==> src/smc_consts.vh <==
/*
 * Shared constants of the sensor master control block: register indices,
 * field positions, reset values and timing figures.
 * Assumes it is included by its bare name from the design files.
 */
`ifndef SMC_CONSTS_VH
`define SMC_CONSTS_VH

// Register indices carried in the low five bits of the command byte.
`define SMC_REG_DATA_A   5'h00
`define SMC_REG_DATA_B   5'h01
`define SMC_REG_MSG_A    5'h02
`define SMC_REG_MSG_B    5'h03
`define SMC_REG_LINE_A   5'h04
`define SMC_REG_LINE_B   5'h05
`define SMC_REG_SUP_A    5'h06
`define SMC_REG_SUP_B    5'h07
`define SMC_REG_DRV_LIM  5'h08
`define SMC_REG_STAT_A   5'h09
`define SMC_REG_STAT_B   5'h0A
`define SMC_REG_AUX_A    5'h0B
`define SMC_REG_AUX_B    5'h0C
`define SMC_REG_TRIG     5'h1F

// Command byte layout.
`define SMC_CMD_ADDR_HI  7
`define SMC_CMD_RD       5

// message_control fields.
`define SMC_MSG_INV      0
`define SMC_MSG_RDY_EN   1
// line_config fields.
`define SMC_LINE_PULL    0
`define SMC_LINE_FILT    2
`define SMC_LINE_DRV_EN  3
// Supply configuration fields.
`define SMC_SUP_EN       0
`define SMC_SUP_RETRY    1
`define SMC_SUP_DYN      2
`define SMC_SUP_DBL      3
// driver_limit_config fields.
`define SMC_DRV_LIM      0
`define SMC_DRV_BLANK    2
`define SMC_DRV_RETRY    4
// channel_status fields.
`define SMC_STAT_LIVE    0
`define SMC_STAT_LATCH   1
// aux_input_config fields.
`define SMC_AUX_SRC      0
`define SMC_AUX_SNK      1

// Reset values.
`define SMC_RST_CFG      8'h00
`define SMC_RST_DRV_LIM  8'h00

// Timing figures in their own units and the clock rate.
`define SMC_CLK_KHZ      20000
`define SMC_FILT_NS      1300
`define SMC_SUP_BLANK_US 5000
`define SMC_SUP_DYN_US   500
`define SMC_SUP_RETRY_US 100000
`define SMC_DRV_STEP_NS  10000
`define SMC_DRV_RETRY_US 100

`endif

==> src/smc_top.v <==
/*
 * Sensor master control: serial slave front end, register file and two
 * channels of protection and receive logic.
 * Assumes mclk at 20 MHz; serial pins, straps and analog flags are
 * asynchronous; framer handshakes are on mclk.
 */
// How it works
// - Supply switch off after blanking; stays off or retries after delay.
// - Dynamic blanking enabled and output below 18V shortens the blanking.
// - Doubling bit and supply above 18V allow twice the load current.
// - One shared 2-bit field selects both line driver current limits.
// - Driver off above 160C, back on only below 145C.
// - Driver fault only after overcurrent outlasts the configured blanking.
// - Short-circuit fault sets live and latched fault status bits.
// - Without autoretry keep driving; with it disable then re-enable.
// - Reverse line condition disables driver silently, no fault bit.
// - Reverse plus diode overheat without fault cuts the supply at once.
// - Pull current from 2-bit select, off while the driver drives.
// - Receive output inverted by default, true when inversion bit set.
// - Filter enable applies a 1.3us glitch filter to the receiver.
// - Aux input source and sink follow their enable bits.
// - Serial output released whenever chip select is high.
// - Mode 0 serial framing with byte and burst cycles.
// - Every cycle to the matching address returns interrupt status, and ready and error status when enabled.
// - Only the matching 2-bit strap address is answered.
// - Trigger commands act whatever address they carry.
// - Interrupt bit from the third clock, mirrors pin, unmaskable.
// - Ready enable adds ready and error bits per channel.
// - Supply lockout leaves registers unchanged; missing supply ignores interface.
// - In-band ready and error bits are inverse of their pins.
// - Ready clears once the channel message is read out.
// - Burst on a data register keeps the address fixed.
// - Burst above data registers increments the address per byte.
`timescale 1ns/1ps
`default_nettype none
`include "smc_consts.vh"

module smc_top #(
  parameter integer SUP_BLANK = (`SMC_SUP_BLANK_US * `SMC_CLK_KHZ) / 1000,
  parameter integer SUP_DYN   = (`SMC_SUP_DYN_US * `SMC_CLK_KHZ) / 1000,
  parameter integer SUP_RETRY = (`SMC_SUP_RETRY_US * `SMC_CLK_KHZ) / 1000
) (
  input  wire       mclk,
  input  wire       arst_n,
  input  wire       logic_supply_ok,
  input  wire       sclk,
  input  wire       cs_n,
  input  wire       sdi,
  output reg        sdo,
  output reg        sdo_oe,
  input  wire       chip_addr_hi,
  input  wire       chip_addr_lo,
  input  wire       irq_active,
  input  wire [1:0] msg_done,
  input  wire [1:0] msg_err,
  input  wire [7:0] rx_data_a,
  input  wire [7:0] rx_data_b,
  input  wire [1:0] rx_last,
  output reg  [1:0] rx_pop,
  output reg  [1:0] reply_ready_n,
  output reg  [1:0] reply_error_n,
  output reg  [1:0] trigger,
  input  wire [1:0] comm_line,
  input  wire [1:0] tx_active,
  input  wire [1:0] sup_limit,
  input  wire [1:0] sup_below18,
  input  wire [1:0] drv_oc,
  input  wire [1:0] temp_hi,
  input  wire [1:0] temp_cool,
  input  wire [1:0] reverse,
  input  wire [1:0] diode_hot,
  output reg  [1:0] receive_out,
  output wire [1:0] supply_gate_drive,
  output wire [1:0] supply_current_double_enable,
  output wire [1:0] driver_enable,
  output wire [3:0] pull_current_select,
  output reg  [1:0] driver_limit_select,
  output reg  [1:0] aux_source_enable,
  output reg  [1:0] aux_sink_enable
);

  reg  [21:0] sy1;
  reg  [21:0] sy2;
  reg         sclk_d;
  reg         act_d;
  reg  [2:0]  bitcnt;
  reg         first;
  reg         match;
  reg         is_rd;
  reg         is_trig;
  reg  [4:0]  reg_addr;
  reg  [6:0]  rx_sr;
  reg  [7:0]  tx_sr;
  reg  [1:0]  pend_pop;
  reg  [1:0]  pend_clr;
  reg  [1:0]  fault_clr;
  reg  [1:0]  ready;
  reg  [1:0]  err;
  reg  [15:0] msg_cfg;
  reg  [15:0] line_cfg;
  reg  [15:0] sup_cfg;
  reg  [15:0] aux_cfg;
  reg  [7:0]  drv_cfg;
  wire [1:0]  fault_live;
  wire [1:0]  fault_latched;
  wire [1:0]  filt;
  wire        s_sclk;
  wire        s_cs_n;
  wire        s_sdi;
  wire        s_vl;
  wire [1:0]  s_addr;
  wire        act;
  wire        rise;
  wire        fall;
  wire [7:0]  byte_in;
  wire [4:0]  load_addr;

  ////////////////////////////////////////////////////////////////////////////
  // Two-stage synchronisers for every asynchronous input.
  always @(posedge mclk or negedge arst_n) begin
    if (!arst_n) begin
      sy1 <= 22'h0;
      sy2 <= 22'h0;
    end else begin
      sy1 <= {diode_hot, reverse, temp_cool, temp_hi, drv_oc, sup_below18,
              sup_limit, comm_line, chip_addr_hi, chip_addr_lo,
              logic_supply_ok, sdi, cs_n, sclk};
      sy2 <= sy1;
    end
  end

  assign s_sclk = sy2[0];
  assign s_cs_n = sy2[1];
  assign s_sdi  = sy2[2];
  assign s_vl   = sy2[3];
  assign s_addr = {sy2[5], sy2[4]};

  // A missing logic supply makes the interface look deselected.
  assign act  = !s_cs_n && s_vl;
  assign rise = act && s_sclk && !sclk_d;
  assign fall = act && !s_sclk && sclk_d;
  assign byte_in = {rx_sr, s_sdi};

  // Address of the next byte: fixed on data registers, else incrementing.
  function [4:0] next_addr;
    input [4:0] a;
    begin
      if (a > `SMC_REG_DATA_B) begin
        next_addr = a + 5'h01;
      end else begin
        next_addr = a;
      end
    end
  endfunction

  assign load_addr = first ? byte_in[4:0] : next_addr(reg_addr);

  // Read view of the register file.
  function [7:0] rd_val;
    input [4:0] a;
    begin
      case (a)
        `SMC_REG_DATA_A:  rd_val = rx_data_a;
        `SMC_REG_DATA_B:  rd_val = rx_data_b;
        `SMC_REG_MSG_A:   rd_val = msg_cfg[7:0];
        `SMC_REG_MSG_B:   rd_val = msg_cfg[15:8];
        `SMC_REG_LINE_A:  rd_val = line_cfg[7:0];
        `SMC_REG_LINE_B:  rd_val = line_cfg[15:8];
        `SMC_REG_SUP_A:   rd_val = sup_cfg[7:0];
        `SMC_REG_SUP_B:   rd_val = sup_cfg[15:8];
        `SMC_REG_DRV_LIM: rd_val = drv_cfg;
        `SMC_REG_STAT_A:  rd_val = {6'h00, fault_latched[0], fault_live[0]};
        `SMC_REG_STAT_B:  rd_val = {6'h00, fault_latched[1], fault_live[1]};
        `SMC_REG_AUX_A:   rd_val = aux_cfg[7:0];
        `SMC_REG_AUX_B:   rd_val = aux_cfg[15:8];
        default:          rd_val = 8'h00;
      endcase
    end
  endfunction

  // Status bit shown on the serial output during the command byte.
  function status_bit;
    input [2:0] n;
    begin
      case (n)
        3'd2:    status_bit = match && irq_active;
        3'd3:    status_bit = match && msg_cfg[`SMC_MSG_RDY_EN] && ready[0];
        3'd4:    status_bit = match && msg_cfg[`SMC_MSG_RDY_EN] && err[0];
        3'd5:    status_bit = match && msg_cfg[8+`SMC_MSG_RDY_EN] && ready[1];
        3'd6:    status_bit = match && msg_cfg[8+`SMC_MSG_RDY_EN] && err[1];
        default: status_bit = 1'b0;
      endcase
    end
  endfunction

  ////////////////////////////////////////////////////////////////////////////
  // Serial framing, command decode and register writes.
  always @(posedge mclk or negedge arst_n) begin
    if (!arst_n) begin
      sclk_d    <= 1'b0;
      act_d     <= 1'b0;
      bitcnt    <= 3'h0;
      first     <= 1'b1;
      match     <= 1'b0;
      is_rd     <= 1'b0;
      is_trig   <= 1'b0;
      reg_addr  <= 5'h00;
      rx_sr     <= 7'h00;
      tx_sr     <= 8'h00;
      sdo       <= 1'b0;
      sdo_oe    <= 1'b0;
      pend_pop  <= 2'b00;
      pend_clr  <= 2'b00;
      rx_pop    <= 2'b00;
      fault_clr <= 2'b00;
      trigger   <= 2'b00;
      msg_cfg   <= {`SMC_RST_CFG, `SMC_RST_CFG};
      line_cfg  <= {`SMC_RST_CFG, `SMC_RST_CFG};
      sup_cfg   <= {`SMC_RST_CFG, `SMC_RST_CFG};
      aux_cfg   <= {`SMC_RST_CFG, `SMC_RST_CFG};
      drv_cfg   <= `SMC_RST_DRV_LIM;
    end else begin
      sclk_d    <= s_sclk;
      act_d     <= act;
      rx_pop    <= 2'b00;
      fault_clr <= 2'b00;
      trigger   <= 2'b00;
      if (!act) begin
        sdo    <= 1'b0;
        sdo_oe <= 1'b0;
        bitcnt <= 3'h0;
        first  <= 1'b1;
        match  <= 1'b0;
        {pend_pop, pend_clr} <= 4'h0; // A prefetch never clocked out must not pop later.
      end else if (!act_d) begin
        sdo    <= 1'b0;
        sdo_oe <= 1'b1;
        tx_sr  <= 8'h00;
      end else if (rise) begin
        rx_sr  <= byte_in[6:0];
        bitcnt <= bitcnt + 3'h1;
        if (first && bitcnt == 3'd1) begin
          match <= byte_in[1:0] == s_addr;
        end
        // Side effects of a read land only once the first bit of the byte is clocked out.
        if (!first && bitcnt == 3'd0) begin
          rx_pop    <= pend_pop;
          fault_clr <= pend_clr;
          pend_pop  <= 2'b00;
          pend_clr  <= 2'b00;
        end
        if (bitcnt == 3'd7) begin
          first    <= 1'b0;
          reg_addr <= load_addr;
          if (first) begin
            is_rd   <= byte_in[`SMC_CMD_RD] && match;
            is_trig <= !byte_in[`SMC_CMD_RD] && byte_in[4:0] == `SMC_REG_TRIG;
          end else if (is_trig) begin
            trigger <= byte_in[1:0];
          end else if (match && !is_rd) begin
            case (reg_addr)
              `SMC_REG_MSG_A:   msg_cfg[7:0]   <= byte_in;
              `SMC_REG_MSG_B:   msg_cfg[15:8]  <= byte_in;
              `SMC_REG_LINE_A:  line_cfg[7:0]  <= byte_in;
              `SMC_REG_LINE_B:  line_cfg[15:8] <= byte_in;
              `SMC_REG_SUP_A:   sup_cfg[7:0]   <= byte_in;
              `SMC_REG_SUP_B:   sup_cfg[15:8]  <= byte_in;
              `SMC_REG_DRV_LIM: drv_cfg        <= byte_in;
              `SMC_REG_AUX_A:   aux_cfg[7:0]   <= byte_in;
              `SMC_REG_AUX_B:   aux_cfg[15:8]  <= byte_in;
              default:          drv_cfg        <= drv_cfg;
            endcase
          end
          // Prefetch the next read byte.
          if ((first && byte_in[`SMC_CMD_RD] && match) || (!first && is_rd)) begin
            tx_sr    <= rd_val(load_addr);
            pend_pop <= {load_addr == `SMC_REG_DATA_B, load_addr == `SMC_REG_DATA_A};
            pend_clr <= {load_addr == `SMC_REG_STAT_B, load_addr == `SMC_REG_STAT_A};
          end else begin
            tx_sr <= 8'h00;
          end
        end
      end else if (fall) begin
        if (first) begin
          sdo    <= status_bit(bitcnt);
          sdo_oe <= bitcnt < 3'd2 || match;
        end else begin
          sdo   <= tx_sr[7];
          tx_sr <= {tx_sr[6:0], 1'b0};
        end
      end
    end
  end

  ////////////////////////////////////////////////////////////////////////////
  // Reply ready and error flags and their active-low pins.
  always @(posedge mclk or negedge arst_n) begin
    if (!arst_n) begin
      ready         <= 2'b00;
      err           <= 2'b00;
      reply_ready_n <= 2'b11;
      reply_error_n <= 2'b11;
    end else begin
      // A new message wins over the read-out clear in the same cycle.
      ready         <= msg_done | (ready & ~(rx_pop & rx_last));
      err           <= msg_err | (err & ~(rx_pop & rx_last));
      reply_ready_n <= ~(msg_done | (ready & ~(rx_pop & rx_last)));
      reply_error_n <= ~(msg_err | (err & ~(rx_pop & rx_last)));
    end
  end

  // Shared limit field and aux input current enables.
  always @(posedge mclk or negedge arst_n) begin
    if (!arst_n) begin
      driver_limit_select <= 2'b00;
      aux_source_enable   <= 2'b00;
      aux_sink_enable     <= 2'b00;
      receive_out         <= 2'b11;
    end else begin
      driver_limit_select <= drv_cfg[`SMC_DRV_LIM+1:`SMC_DRV_LIM];
      aux_source_enable   <= {aux_cfg[8+`SMC_AUX_SRC], aux_cfg[`SMC_AUX_SRC]};
      aux_sink_enable     <= {aux_cfg[8+`SMC_AUX_SNK], aux_cfg[`SMC_AUX_SNK]};
      receive_out         <= filt ^ ~{msg_cfg[8+`SMC_MSG_INV], msg_cfg[`SMC_MSG_INV]};
    end
  end

  ////////////////////////////////////////////////////////////////////////////
  // Per-channel protection and receive filter.
  genvar c;
  generate
    for (c = 0; c < 2; c = c + 1) begin : g_ch
      smc_chan #(
        .SUP_BLANK (SUP_BLANK),
        .SUP_DYN   (SUP_DYN),
        .SUP_RETRY (SUP_RETRY)
      ) u_chan (
        .mclk                  (mclk),
        .arst_n                (arst_n),
        .sup_cfg               (sup_cfg[8*c+7:8*c]),
        .line_cfg              (line_cfg[8*c+7:8*c]),
        .drv_cfg               (drv_cfg),
        .tx_active             (tx_active[c]),
        .sup_limit             (sy2[8+c]),
        .sup_below18           (sy2[10+c]),
        .drv_oc                (sy2[12+c]),
        .temp_hi               (sy2[14+c]),
        .temp_cool             (sy2[16+c]),
        .reverse               (sy2[18+c]),
        .diode_hot             (sy2[20+c]),
        .fault_clr             (fault_clr[c]),
        .supply_gate_drive     (supply_gate_drive[c]),
        .supply_current_double (supply_current_double_enable[c]),
        .driver_enable         (driver_enable[c]),
        .pull_current_select   (pull_current_select[2*c+1:2*c]),
        .fault_live            (fault_live[c]),
        .fault_latched         (fault_latched[c])
      );
      smc_filt u_filt (
        .mclk   (mclk),
        .arst_n (arst_n),
        .en     (line_cfg[8*c+`SMC_LINE_FILT]),
        .raw    (sy2[6+c]),
        .filt   (filt[c])
      );
    end
  endgenerate

endmodule
`default_nettype wire

==> src/smc_filt.v <==
/*
 * Glitch filter for one line receiver: the output follows the input only
 * after the input has held a new level for CYC clocks.
 * Assumes its input is already synchronised to mclk.
 */
`timescale 1ns/1ps
`default_nettype none
`include "smc_consts.vh"

module smc_filt #(
  parameter integer CYC = (`SMC_FILT_NS * `SMC_CLK_KHZ) / 1000000
) (
  input  wire       mclk,
  input  wire       arst_n,
  input  wire       en,
  input  wire       raw,
  output reg        filt
);

  reg [7:0] cnt;

  // Count how long the input differs; bypass when the filter is off.
  always @(posedge mclk or negedge arst_n) begin
    if (!arst_n) begin
      cnt  <= 8'h00;
      filt <= 1'b0;
    end else if (!en || raw == filt) begin
      cnt  <= 8'h00;
      filt <= raw;
    end else if (cnt >= CYC[7:0] - 8'h01) begin
      cnt  <= 8'h00;
      filt <= raw;
    end else begin
      cnt  <= cnt + 8'h01;
    end
  end

endmodule
`default_nettype wire

==> src/smc_chan.v <==
/*
 * Protection state of one channel: supply switch blanking and autoretry,
 * line driver fault, thermal and reverse shutdown, pull current gating.
 * Assumes all status inputs are synchronised to mclk.
 */
`timescale 1ns/1ps
`default_nettype none
`include "smc_consts.vh"

module smc_chan #(
  parameter integer SUP_BLANK = (`SMC_SUP_BLANK_US * `SMC_CLK_KHZ) / 1000,
  parameter integer SUP_DYN   = (`SMC_SUP_DYN_US * `SMC_CLK_KHZ) / 1000,
  parameter integer SUP_RETRY = (`SMC_SUP_RETRY_US * `SMC_CLK_KHZ) / 1000
) (
  input  wire       mclk,
  input  wire       arst_n,
  input  wire [7:0] sup_cfg,
  input  wire [7:0] line_cfg,
  input  wire [7:0] drv_cfg,
  input  wire       tx_active,
  input  wire       sup_limit,
  input  wire       sup_below18,
  input  wire       drv_oc,
  input  wire       temp_hi,
  input  wire       temp_cool,
  input  wire       reverse,
  input  wire       diode_hot,
  input  wire       fault_clr,
  output reg        supply_gate_drive,
  output reg        supply_current_double,
  output reg        driver_enable,
  output reg  [1:0] pull_current_select,
  output reg        fault_live,
  output reg        fault_latched
);

  localparam [1:0] S_ON    = 2'b00;
  localparam [1:0] S_HOLD  = 2'b01;
  localparam [1:0] S_RETRY = 2'b10;
  localparam integer DRV_STEP  = (`SMC_DRV_STEP_NS * `SMC_CLK_KHZ) / 1000000;
  localparam integer DRV_RETRY = (`SMC_DRV_RETRY_US * `SMC_CLK_KHZ) / 1000;

  reg  [1:0]  state;
  reg  [23:0] scnt;
  reg  [15:0] dcnt;
  reg  [15:0] rcnt;
  reg         therm;
  reg         retry_off;
  wire [23:0] sup_lim;
  wire [15:0] drv_lim;
  wire        sup_en;
  wire        driving;

  assign sup_en  = sup_cfg[`SMC_SUP_EN];
  // Short blanking only when enabled and the output is still low.
  assign sup_lim = (sup_cfg[`SMC_SUP_DYN] && sup_below18) ? SUP_DYN[23:0]
                                                          : SUP_BLANK[23:0];
  assign drv_lim = DRV_STEP[15:0] * ({14'h0, drv_cfg[`SMC_DRV_BLANK+1:`SMC_DRV_BLANK]} + 16'h1);
  assign driving = driver_enable && tx_active;

  ////////////////////////////////////////////////////////////////////////////
  // Supply switch: blanking, autoretry, overheat cut-off.
  always @(posedge mclk or negedge arst_n) begin
    if (!arst_n) begin
      state <= S_ON;
      scnt  <= 24'h0;
    end else begin
      case (state)
        S_ON: begin
          if (sup_en && reverse && diode_hot && !fault_live) begin
            state <= S_HOLD;
            scnt  <= 24'h0;
          end else if (!sup_en || !sup_limit) begin
            scnt <= 24'h0;
          end else if (scnt >= sup_lim - 24'h1) begin
            state <= sup_cfg[`SMC_SUP_RETRY] ? S_RETRY : S_HOLD;
            scnt  <= 24'h0;
          end else begin
            scnt <= scnt + 24'h1;
          end
        end
        S_HOLD: begin
          if (!sup_en) begin
            state <= S_ON;
          end
        end
        S_RETRY: begin
          if (!sup_en || scnt >= SUP_RETRY[23:0] - 24'h1) begin
            state <= S_ON;
            scnt  <= 24'h0;
          end else begin
            scnt <= scnt + 24'h1;
          end
        end
        default: begin
          state <= S_ON;
          scnt  <= 24'h0;
        end
      endcase
    end
  end

  // Line driver: thermal hysteresis, overcurrent blanking, retry gap.
  always @(posedge mclk or negedge arst_n) begin
    if (!arst_n) begin
      therm         <= 1'b0;
      dcnt          <= 16'h0;
      rcnt          <= 16'h0;
      retry_off     <= 1'b0;
      fault_live    <= 1'b0;
      fault_latched <= 1'b0;
    end else begin
      if (temp_hi) begin
        therm <= 1'b1;
      end else if (temp_cool) begin
        therm <= 1'b0;
      end
      if (!drv_oc || !driver_enable) begin
        dcnt       <= 16'h0;
        fault_live <= 1'b0;
      end else if (dcnt >= drv_lim - 16'h1) begin
        fault_live <= 1'b1;
      end else begin
        dcnt <= dcnt + 16'h1;
      end
      if (retry_off) begin
        rcnt      <= rcnt + 16'h1;
        retry_off <= (rcnt < DRV_RETRY[15:0] - 16'h1);
      end else if (fault_live && drv_cfg[`SMC_DRV_RETRY]) begin
        rcnt      <= 16'h0;
        retry_off <= 1'b1;
      end
      // A new fault wins over a software clear in the same cycle.
      if (fault_live) begin
        fault_latched <= 1'b1;
      end else if (fault_clr) begin
        fault_latched <= 1'b0;
      end
    end
  end

  // Registered drive outputs.
  always @(posedge mclk or negedge arst_n) begin
    if (!arst_n) begin
      supply_gate_drive     <= 1'b0;
      supply_current_double <= 1'b0;
      driver_enable         <= 1'b0;
      pull_current_select   <= 2'b00;
    end else begin
      supply_gate_drive     <= sup_en && state == S_ON;
      supply_current_double <= sup_cfg[`SMC_SUP_DBL] && !sup_below18;
      driver_enable         <= line_cfg[`SMC_LINE_DRV_EN] && !therm && !reverse
                               && !retry_off;
      pull_current_select   <= driving ? 2'b00
                               : line_cfg[`SMC_LINE_PULL+1:`SMC_LINE_PULL];
    end
  end

endmodule
`default_nettype wire

==> config.mk <==
export PLATFORM = sky130hd
export DESIGN_NAME = smc_top
export DESIGN_NICKNAME = d
export VERILOG_FILES = /design/src/smc_top.v /design/src/smc_filt.v /design/src/smc_chan.v
export VERILOG_INCLUDE_DIRS = /design/src /design/src/src
export SDC_FILE = /design/constraint.sdc
export NUM_CORES = 1
export LEC_CHECK = 0
export BUFFER_PORTS_ARGS = -buffer_cell sky130_fd_sc_hd__buf_2
export CORE_MARGIN = 4
export CORE_UTILIZATION = 55
export DETAILED_ROUTE_END_ITERATION = 8
export PLACE_DENSITY_LB_ADDON = 0.08
export SKIP_CTS_REPAIR_TIMING = 1
export SYNTH_ARGS = -nofsm -noshare
export SYNTH_HDL_FRONTEND = slang
export SYNTH_SLANG_ARGS = --single-unit
==> constraint.sdc <==
create_clock -name mclk -period 9.4 [get_ports mclk]
set_input_delay 1.41 -clock mclk [delete_from_list [all_inputs] [get_ports mclk]]
set_output_delay 1.41 -clock mclk [all_outputs]
set_load 0.02 [all_outputs]
==> flow_metrics.env, run 1 <==
export IMPL_run_status="complete, no violations"
export IMPL_finalSetupViolCount=0
export IMPL_crit_chain="inv_1, ha_1, ha_1, nor2_1, nand3_1, ha_1, nand4_1, nor2_1, o21ai_1, nand2_1, or4_1, a21oi_1"
export IMPL_grt_pass1_wl_mm=59.4
export IMPL_worstSkewPairLatency_ns=0.51
export IMPL_std_cell_rows=61
export IMPL_dieHeight_um=177
export IMPL_grt_use_total_pct=23.3
export IMPL_clock_root_buffer="clkbuf_16"
export IMPL_cp_top_family="simple AND/OR/NAND/NOR gates"
export IMPL_io_buffer_count=76
export IMPL_hold_viol=0
export IMPL_cp_max_fo=12
export IMPL_drv_slew=0
export IMPL_antenna_cells=0
export IMPL_io_pins=77
export IMPL_antenna_found_initial=0
export IMPL_grt_setup_unrepaired="false"
export IMPL_critPathMaxStageDelay_ns=0.57
export IMPL_fin_crit_sh_pct=37.7
export IMPL_grt_max_degree=121
export IMPL_nNetsFinal=1665
export IMPL_die_area_sq_um=31400
export IMPL_critical_path_slowest_cell="or4_1"
export IMPL_netlist_top_cells_area="dfrtp_1 (51%), mux2_2 (5.0%), ha_1 (4.9%)"
export IMPL_synthCells=1494
export IMPL_clk_pin_slew_ns=0.06
export IMPL_place_gp_congestion=0.862
export IMPL_synth_async_reset_ratio_pct=100
export IMPL_tightest_slew_ns=0.987
export IMPL_overflow=0
export IMPL_fillCellCount=2331
export IMPL_htreeDepth=2
export IMPL_die_w_um=177
export IMPL_end_kind="register"
export IMPL_wirelength_mm=35.9
export IMPL_hp_class="reg2reg"
export IMPL_ys_seq_area_share_pct=51.7
export IMPL_cp_data_arrival_time_ns=3.97
export IMPL_start_kind="register"
export IMPL_synth_main_ff_cell="dfrtp_1"
export IMPL_ant_nets=0
export IMPL_viasPerCell=5.94
export IMPL_dp_hpwl_mm=24.3
export IMPL_start_util_pct=56.2
export IMPL_crit_buf_inv=1
export IMPL_ys_seq_elements=325
export IMPL_synth_cell_type_count=94
export IMPL_clkSinkCount=325
export IMPL_cts_path_max_buffers=3
export IMPL_multi_input_area_sq_um=7140
export IMPL_worstSetupPathType="reg2reg"
export IMPL_ys_warn_count=0
export IMPL_layout_drive_gt1_share_pct=16.1
export IMPL_synth_top_area_share_pct=50.6
export IMPL_synth_edf_count=0
export IMPL_synth_top_area_cell="dfrtp_1"
export IMPL_drc=0
export IMPL_layout_min_cycle_time_ns=3.55
export IMPL_maxCapViolCount=0
export IMPL_synthesis_area_sq_um=15700
export IMPL_register_area_sq_um=8140
export IMPL_routedWlPerCell_um=18.3
export IMPL_fin_skew_ns=0.00870
export IMPL_tritoncts="yes"
export IMPL_p_leak_nw=8.10
export IMPL_crit_top_cell="ha_1"
export IMPL_vias=11628
export IMPL_areaGrowthSynthToFinish_pct=11.3
export IMPL_hold_ws_ns=0.339
export IMPL_finalNonFillerCells=1958
export IMPL_crit_required_ns=9.83
export IMPL_slew_headroom_pct=34.0
export IMPL_powerDensity_nw_per_um2=168
export IMPL_coreArea_sq_um=28000
export IMPL_dr_pass1_iters=5
export IMPL_fmax_ghz=0.282
export IMPL_finalSetupTns_ns=0
export IMPL_peakVddDrop_v=0.000154
export IMPL_drtIter0Drc=929
export IMPL_synth_avg_cell_area_sq_um=10.5
export IMPL_dp_cells=1893
export IMPL_cts_made_buffers=37
export IMPL_grt_pass1_vias=11425
==> logic make-up after synthesis <==
logic type,Yosys count,synth area share (%)
other,2,0.0477
XOR/XNOR,40,2.23
AO/OA/AOI/OAI,321,13.4
flip-flops,325,51.7
AND/OR/NAND/NOR,543,18.2
multiplexers,89,6.25
buffers and inverters,112,3.22
adder cells (fa/ha/maj),62,4.93
==> state kept, by name, indices dropped and copies added, names as in the netlist, 16 cells and up <==
register	cells
g_ch.u_chan.rcnt	32
g_ch.u_chan.scnt	48
g_ch.u_filt.cnt	16
sup_cfg	16
sy1	22
msg_cfg	16
aux_cfg	16
sy2	22
line_cfg	16
g_ch.u_chan.dcnt	32
==> cell usage after synthesis (7+ instances only) <==
library cell	number
nor2b_1	13
a31oi_1	43
o21ai_0	77
clkbuf_1	37
a21o_1	17
nand2b_1	12
a22oi_1	12
nand4_1	33
a22o_1	9
a21oi_1	73
a21boi_0	9
dfstp_2	7
or3_1	9
and2_1	26
inv_1	42
mux2_2	70
buf_2	15
and3_1	36
nand3_1	81
o31ai_1	13
nand2_1	154
xor2_1	21
buf_4	8
ha_1	62
dfrtp_1	318
mux2i_1	17
nor4_1	14
nor2_1	90
xnor2_1	19
nor3_1	22
==> worst paths after layout <==
| kind | start | endpoint | slack [ns] | cells after the start |
|---|---|---|---|---|
| min in group asynchronous | arst_n | g_ch[0].u_chan.scnt[8] | 0.95 | 1 |
| max in group asynchronous | arst_n | aux_source_enable[1] | 6.96 | 2 |
| setup / recovery | drv_cfg[2] | g_ch[1].u_chan.dcnt[10] | 5.85 | 12 |
| hold / removal | sy1[12] | sy2[12] | 0.34 | 0 |
| setup reg to reg | drv_cfg[2] | g_ch[1].u_chan.dcnt[10] | 5.85 | 12 |
| hold reg to reg | sy1[12] | sy2[12] | 0.34 | 0 |
==> through the flow <==
| step | utilization, % | instance area, sq um | power [mW] | setup slack [ns] |
|---|---|---|---|---|
| 2_1_floorplan | - | 15800 | 1.52 | 6.29 |
| 3_3_place_gp | 58.4 | 16300 | 1.58 | 5.98 |
| 3_5_place_dp | 58.4 | 16300 | 1.58 | 5.82 |
| 4_1_cts | 62.6 | 17500 | 2.99 | 5.85 |
| 5_1_grt | 62.6 | 17500 | 3.06 | 5.53 |
| 6_report | 62.6 | 17500 | 2.95 | 5.85 |
==> report_power, final <==
part | leakage [nW] | internal [mW] | switching [mW] | total, mW
clock network | 0.588 | 0.836 | 0.556 | 1.39
logic | 3.15 | 0.0361 | 0.0900 | 0.126
registers | 4.36 | 1.41 | 0.0154 | 1.43
==> worst register-to-register path, cell delays in order, from the launching register on <==
cell and delay [ns]:
dfrtp_1 0.49, inv_1 0.20, ha_1 0.28, ha_1 0.30, nor2_1 0.09, nand3_1 0.16
ha_1 0.35, nand4_1 0.12, nor2_1 0.06, o21ai_1 0.38, nand2_1 0.33, or4_1 0.57
a21oi_1 0.15
==> cell usage in the layout, fill, tap and decap left out, drive strengths merged, types with 21 or more instances in the layout <==
| master | count |
|---|---|
| dfrtp | 318 |
| nand2 | 156 |
| nor2 | 93 |
| nand3 | 82 |
| o21ai | 81 |
| buf | 81 |
| a21oi | 73 |
| mux2 | 71 |
| ha | 62 |
| clkbuf | 51 |
| inv | 45 |
| a31oi | 43 |
| and3 | 36 |
| nand4 | 33 |
| and2 | 28 |
| nor3 | 25 |
| xor2 | 21 |
| nor4 | 21 |
==> cell type report <==
type | count | share of cell area [%]
clock buffers | 51 | 5.98
clock inverters | 14 | 0.757
inverters | 44 | 0.942
multi-input cells | 1065 | 40.7
flip-flops and latches | 325 | 46.5
well taps | 378 | 2.70
repair buffers | 81 | 2.44
==> layer usage <==
metal	global-route usage [%]	wire, um
met3	4.02	1850
met2	36.3	16300
met4	7.25	1040
met5	0	0
met1	33.6	16700
Note: power is estimated with default switching activity, not from simulation.
==> run 2, diff against run 1 <==
clock period = 2.95 ns   (was 9.4 ns; I/O delays follow)
==> run 2 against run 1 <==
Effect of this change: the run now ends with negative hold slack left; sequential share of layout area fell by 1.4 points; global-route usage rose by 0.52 points; clock power rose to 3.2 times the previous value; clock-buffer cell count did not move; fmax rose by 23%; setup slack got worse by 5.8 ns; largest power group unchanged.
==> flow_metrics.env, run 2 (same netlist as run 1, synthesis figures left out) <==
export IMPL_run_status="complete, but fails checks"
export IMPL_violations="negative hold slack"
export IMPL_largest_reg_flops=48
export IMPL_layout_drive_gt1_share_pct=19.4
export IMPL_ant_nets=0
export IMPL_dieHeight_um=177
export IMPL_drc=0
export IMPL_dp_hpwl_mm=25.6
export IMPL_fin_skew_ns=0.0127
export IMPL_clkSinkCount=325
export IMPL_start_kind="register"
export IMPL_r2r_slack_ns=0.07
export IMPL_hold_viol=26
export IMPL_nNetsFinal=1718
export IMPL_end_kind="register"
export IMPL_grt_pass1_vias=11538
export IMPL_grt_setup_unrepaired="true"
export IMPL_cp_max_fo=7
export IMPL_finalNonFillerCells=2010
export IMPL_vias=11817
export IMPL_critPathMaxStageDelay_ns=0.48
export IMPL_viasPerCell=5.88
export IMPL_finalSetupTns_ns=0
export IMPL_layout_min_cycle_time_ns=2.88
export IMPL_p_total_mw=9.44
export IMPL_dp_cells=1943
export IMPL_routedWlPerCell_um=18.2
export IMPL_regToRegStartpoint="drv_cfg[3]"
export IMPL_grt_pass1_wl_mm=60.5
export IMPL_crit_chain="buf_4, ha_1, a21oi_2, nand3_2, ha_1, and4_1, and2_1, and3_1, or2_4, or3_4, a21oi_2"
export IMPL_antenna_found_initial=1
export IMPL_htreeDepth=2
export IMPL_fmax_ghz=0.348
export IMPL_dr_pass1_iters=6
export IMPL_finalSetupViolCount=0
export IMPL_tritoncts="yes"
export IMPL_reg_largest_list="g_ch.u_chan.scnt: 48 flops, g_ch.u_chan.dcnt: 32 flops, g_ch.u_chan.rcnt: 32 flops"
export IMPL_wirelength_mm=36.7
export IMPL_final_common_cell="dfrtp_1"
export IMPL_r2r_end="g_ch[0].u_chan.dcnt[6]"
export IMPL_grt_max_degree=93
export IMPL_reg2reg_depth=11
export IMPL_slew_headroom_pct=50.3
export IMPL_maxCapViolCount=0
export IMPL_clock_root_buffer="clkbuf_16"
export IMPL_grt_use_total_pct=23.8
export IMPL_tightest_slew_ns=0.746
export IMPL_worstSkewPairLatency_ns=0.51
export IMPL_crit_required_ns=3.36
export IMPL_areaGrowthSynthToFinish_pct=14.9
export IMPL_critical_path_slowest_cell="dfrtp_2"
export IMPL_clk_pin_slew_ns=0.06
export IMPL_drv_slew=0
export IMPL_overflow=0
export IMPL_hp_class="in2async"
export IMPL_powerDensity_nw_per_um2=522
export IMPL_mostFrequentLayoutCells="dfrtp_1 (316), nand2_1 (154), nor2_1 (90), nand3_1 (80), o21ai_0 (77)"
export IMPL_hold_ws_ns=-0.0382
export IMPL_peakVddDrop_v=0.000477
export IMPL_p_leak_nw=8.39
export IMPL_die_area_sq_um=31400
export IMPL_drtIter0Drc=747
export IMPL_die_w_um=177
export IMPL_crit_buf_inv=1
export IMPL_start_util_pct=56.2
export IMPL_fin_crit_sh_pct=97.5
export IMPL_cts_made_buffers=36
export IMPL_io_pins=77
export IMPL_fin_util_pct=64.6
export IMPL_coreArea_sq_um=28000
export IMPL_std_cell_rows=61
export IMPL_io_buffer_count=76
export IMPL_cp_top_family="simple AND/OR/NAND/NOR gates"
export IMPL_cts_path_max_buffers=3
export IMPL_place_gp_congestion=0.905
export IMPL_cp_data_arrival_time_ns=3.29
export IMPL_regMostFlops="g_ch.u_chan.scnt"
export IMPL_worstSetupPathType="reg2reg"
run 2: changes by cell type in the layout (fill, tap and decap cells not counted), moves of 3 or more:
cell,previous run,this run
clkinv_2,9,5
buf_12,0,8
ha_4,0,3
ha_1,62,59
buf_4,5,51
run 2: worst max path at each step:
stage | startpoint | to | slack [ns] | cells past startpoint
final | drv_cfg[3] | g_ch[0].u_chan.dcnt[6] | 0.07 | 11
after floorplan | drv_cfg[2] | g_ch[0].u_chan.dcnt[6] | 0.0004 | 14
after CTS | drv_cfg[3] | g_ch[0].u_chan.dcnt[6] | -0.06 | 12
after global routing | drv_cfg[3] | g_ch[1].u_chan.dcnt[15] | -0.02 | 12
after global placement | drv_cfg[3] | g_ch[0].u_chan.dcnt[6] | 0.08 | 12
after detailed placement | drv_cfg[3] | g_ch[0].u_chan.dcnt[7] | 0.008 | 12
run 2: layer usage:
metal	wire length (um)	track usage, %
met5	0	0
met4	761	5.67
met3	1820	3.03
met2	17300	38.6
met1	16800	34.5
run 2: per-stage QoR:
step | cell area [sq um] | setup WS [ns]
finish | 18100 | 0.0747
global route | 18100 | -0.0241
CTS | 18000 | -0.0642
detailed placement | 16800 | 0.00761
global placement | 16800 | 0.0837
floorplan | 15800 | 0.000445
run 2: power by group:
part	leakage (nW)	internal [mW]	switching [mW]
registers	4.36	4.51	0.0262
logic	3.45	0.155	0.317
clock network	0.577	2.69	1.74
total	8.39	7.35	2.08
run 2: cell type report:
type,count,area [sq um]
repair buffers,135,933
flip-flops and latches,325,8140
inverters,44,168
fillers,2280,9920
multi-input cells,1065,7200
well taps,378,473
clock inverters,11,141
clock buffers,51,1030
diodes,1,2.50
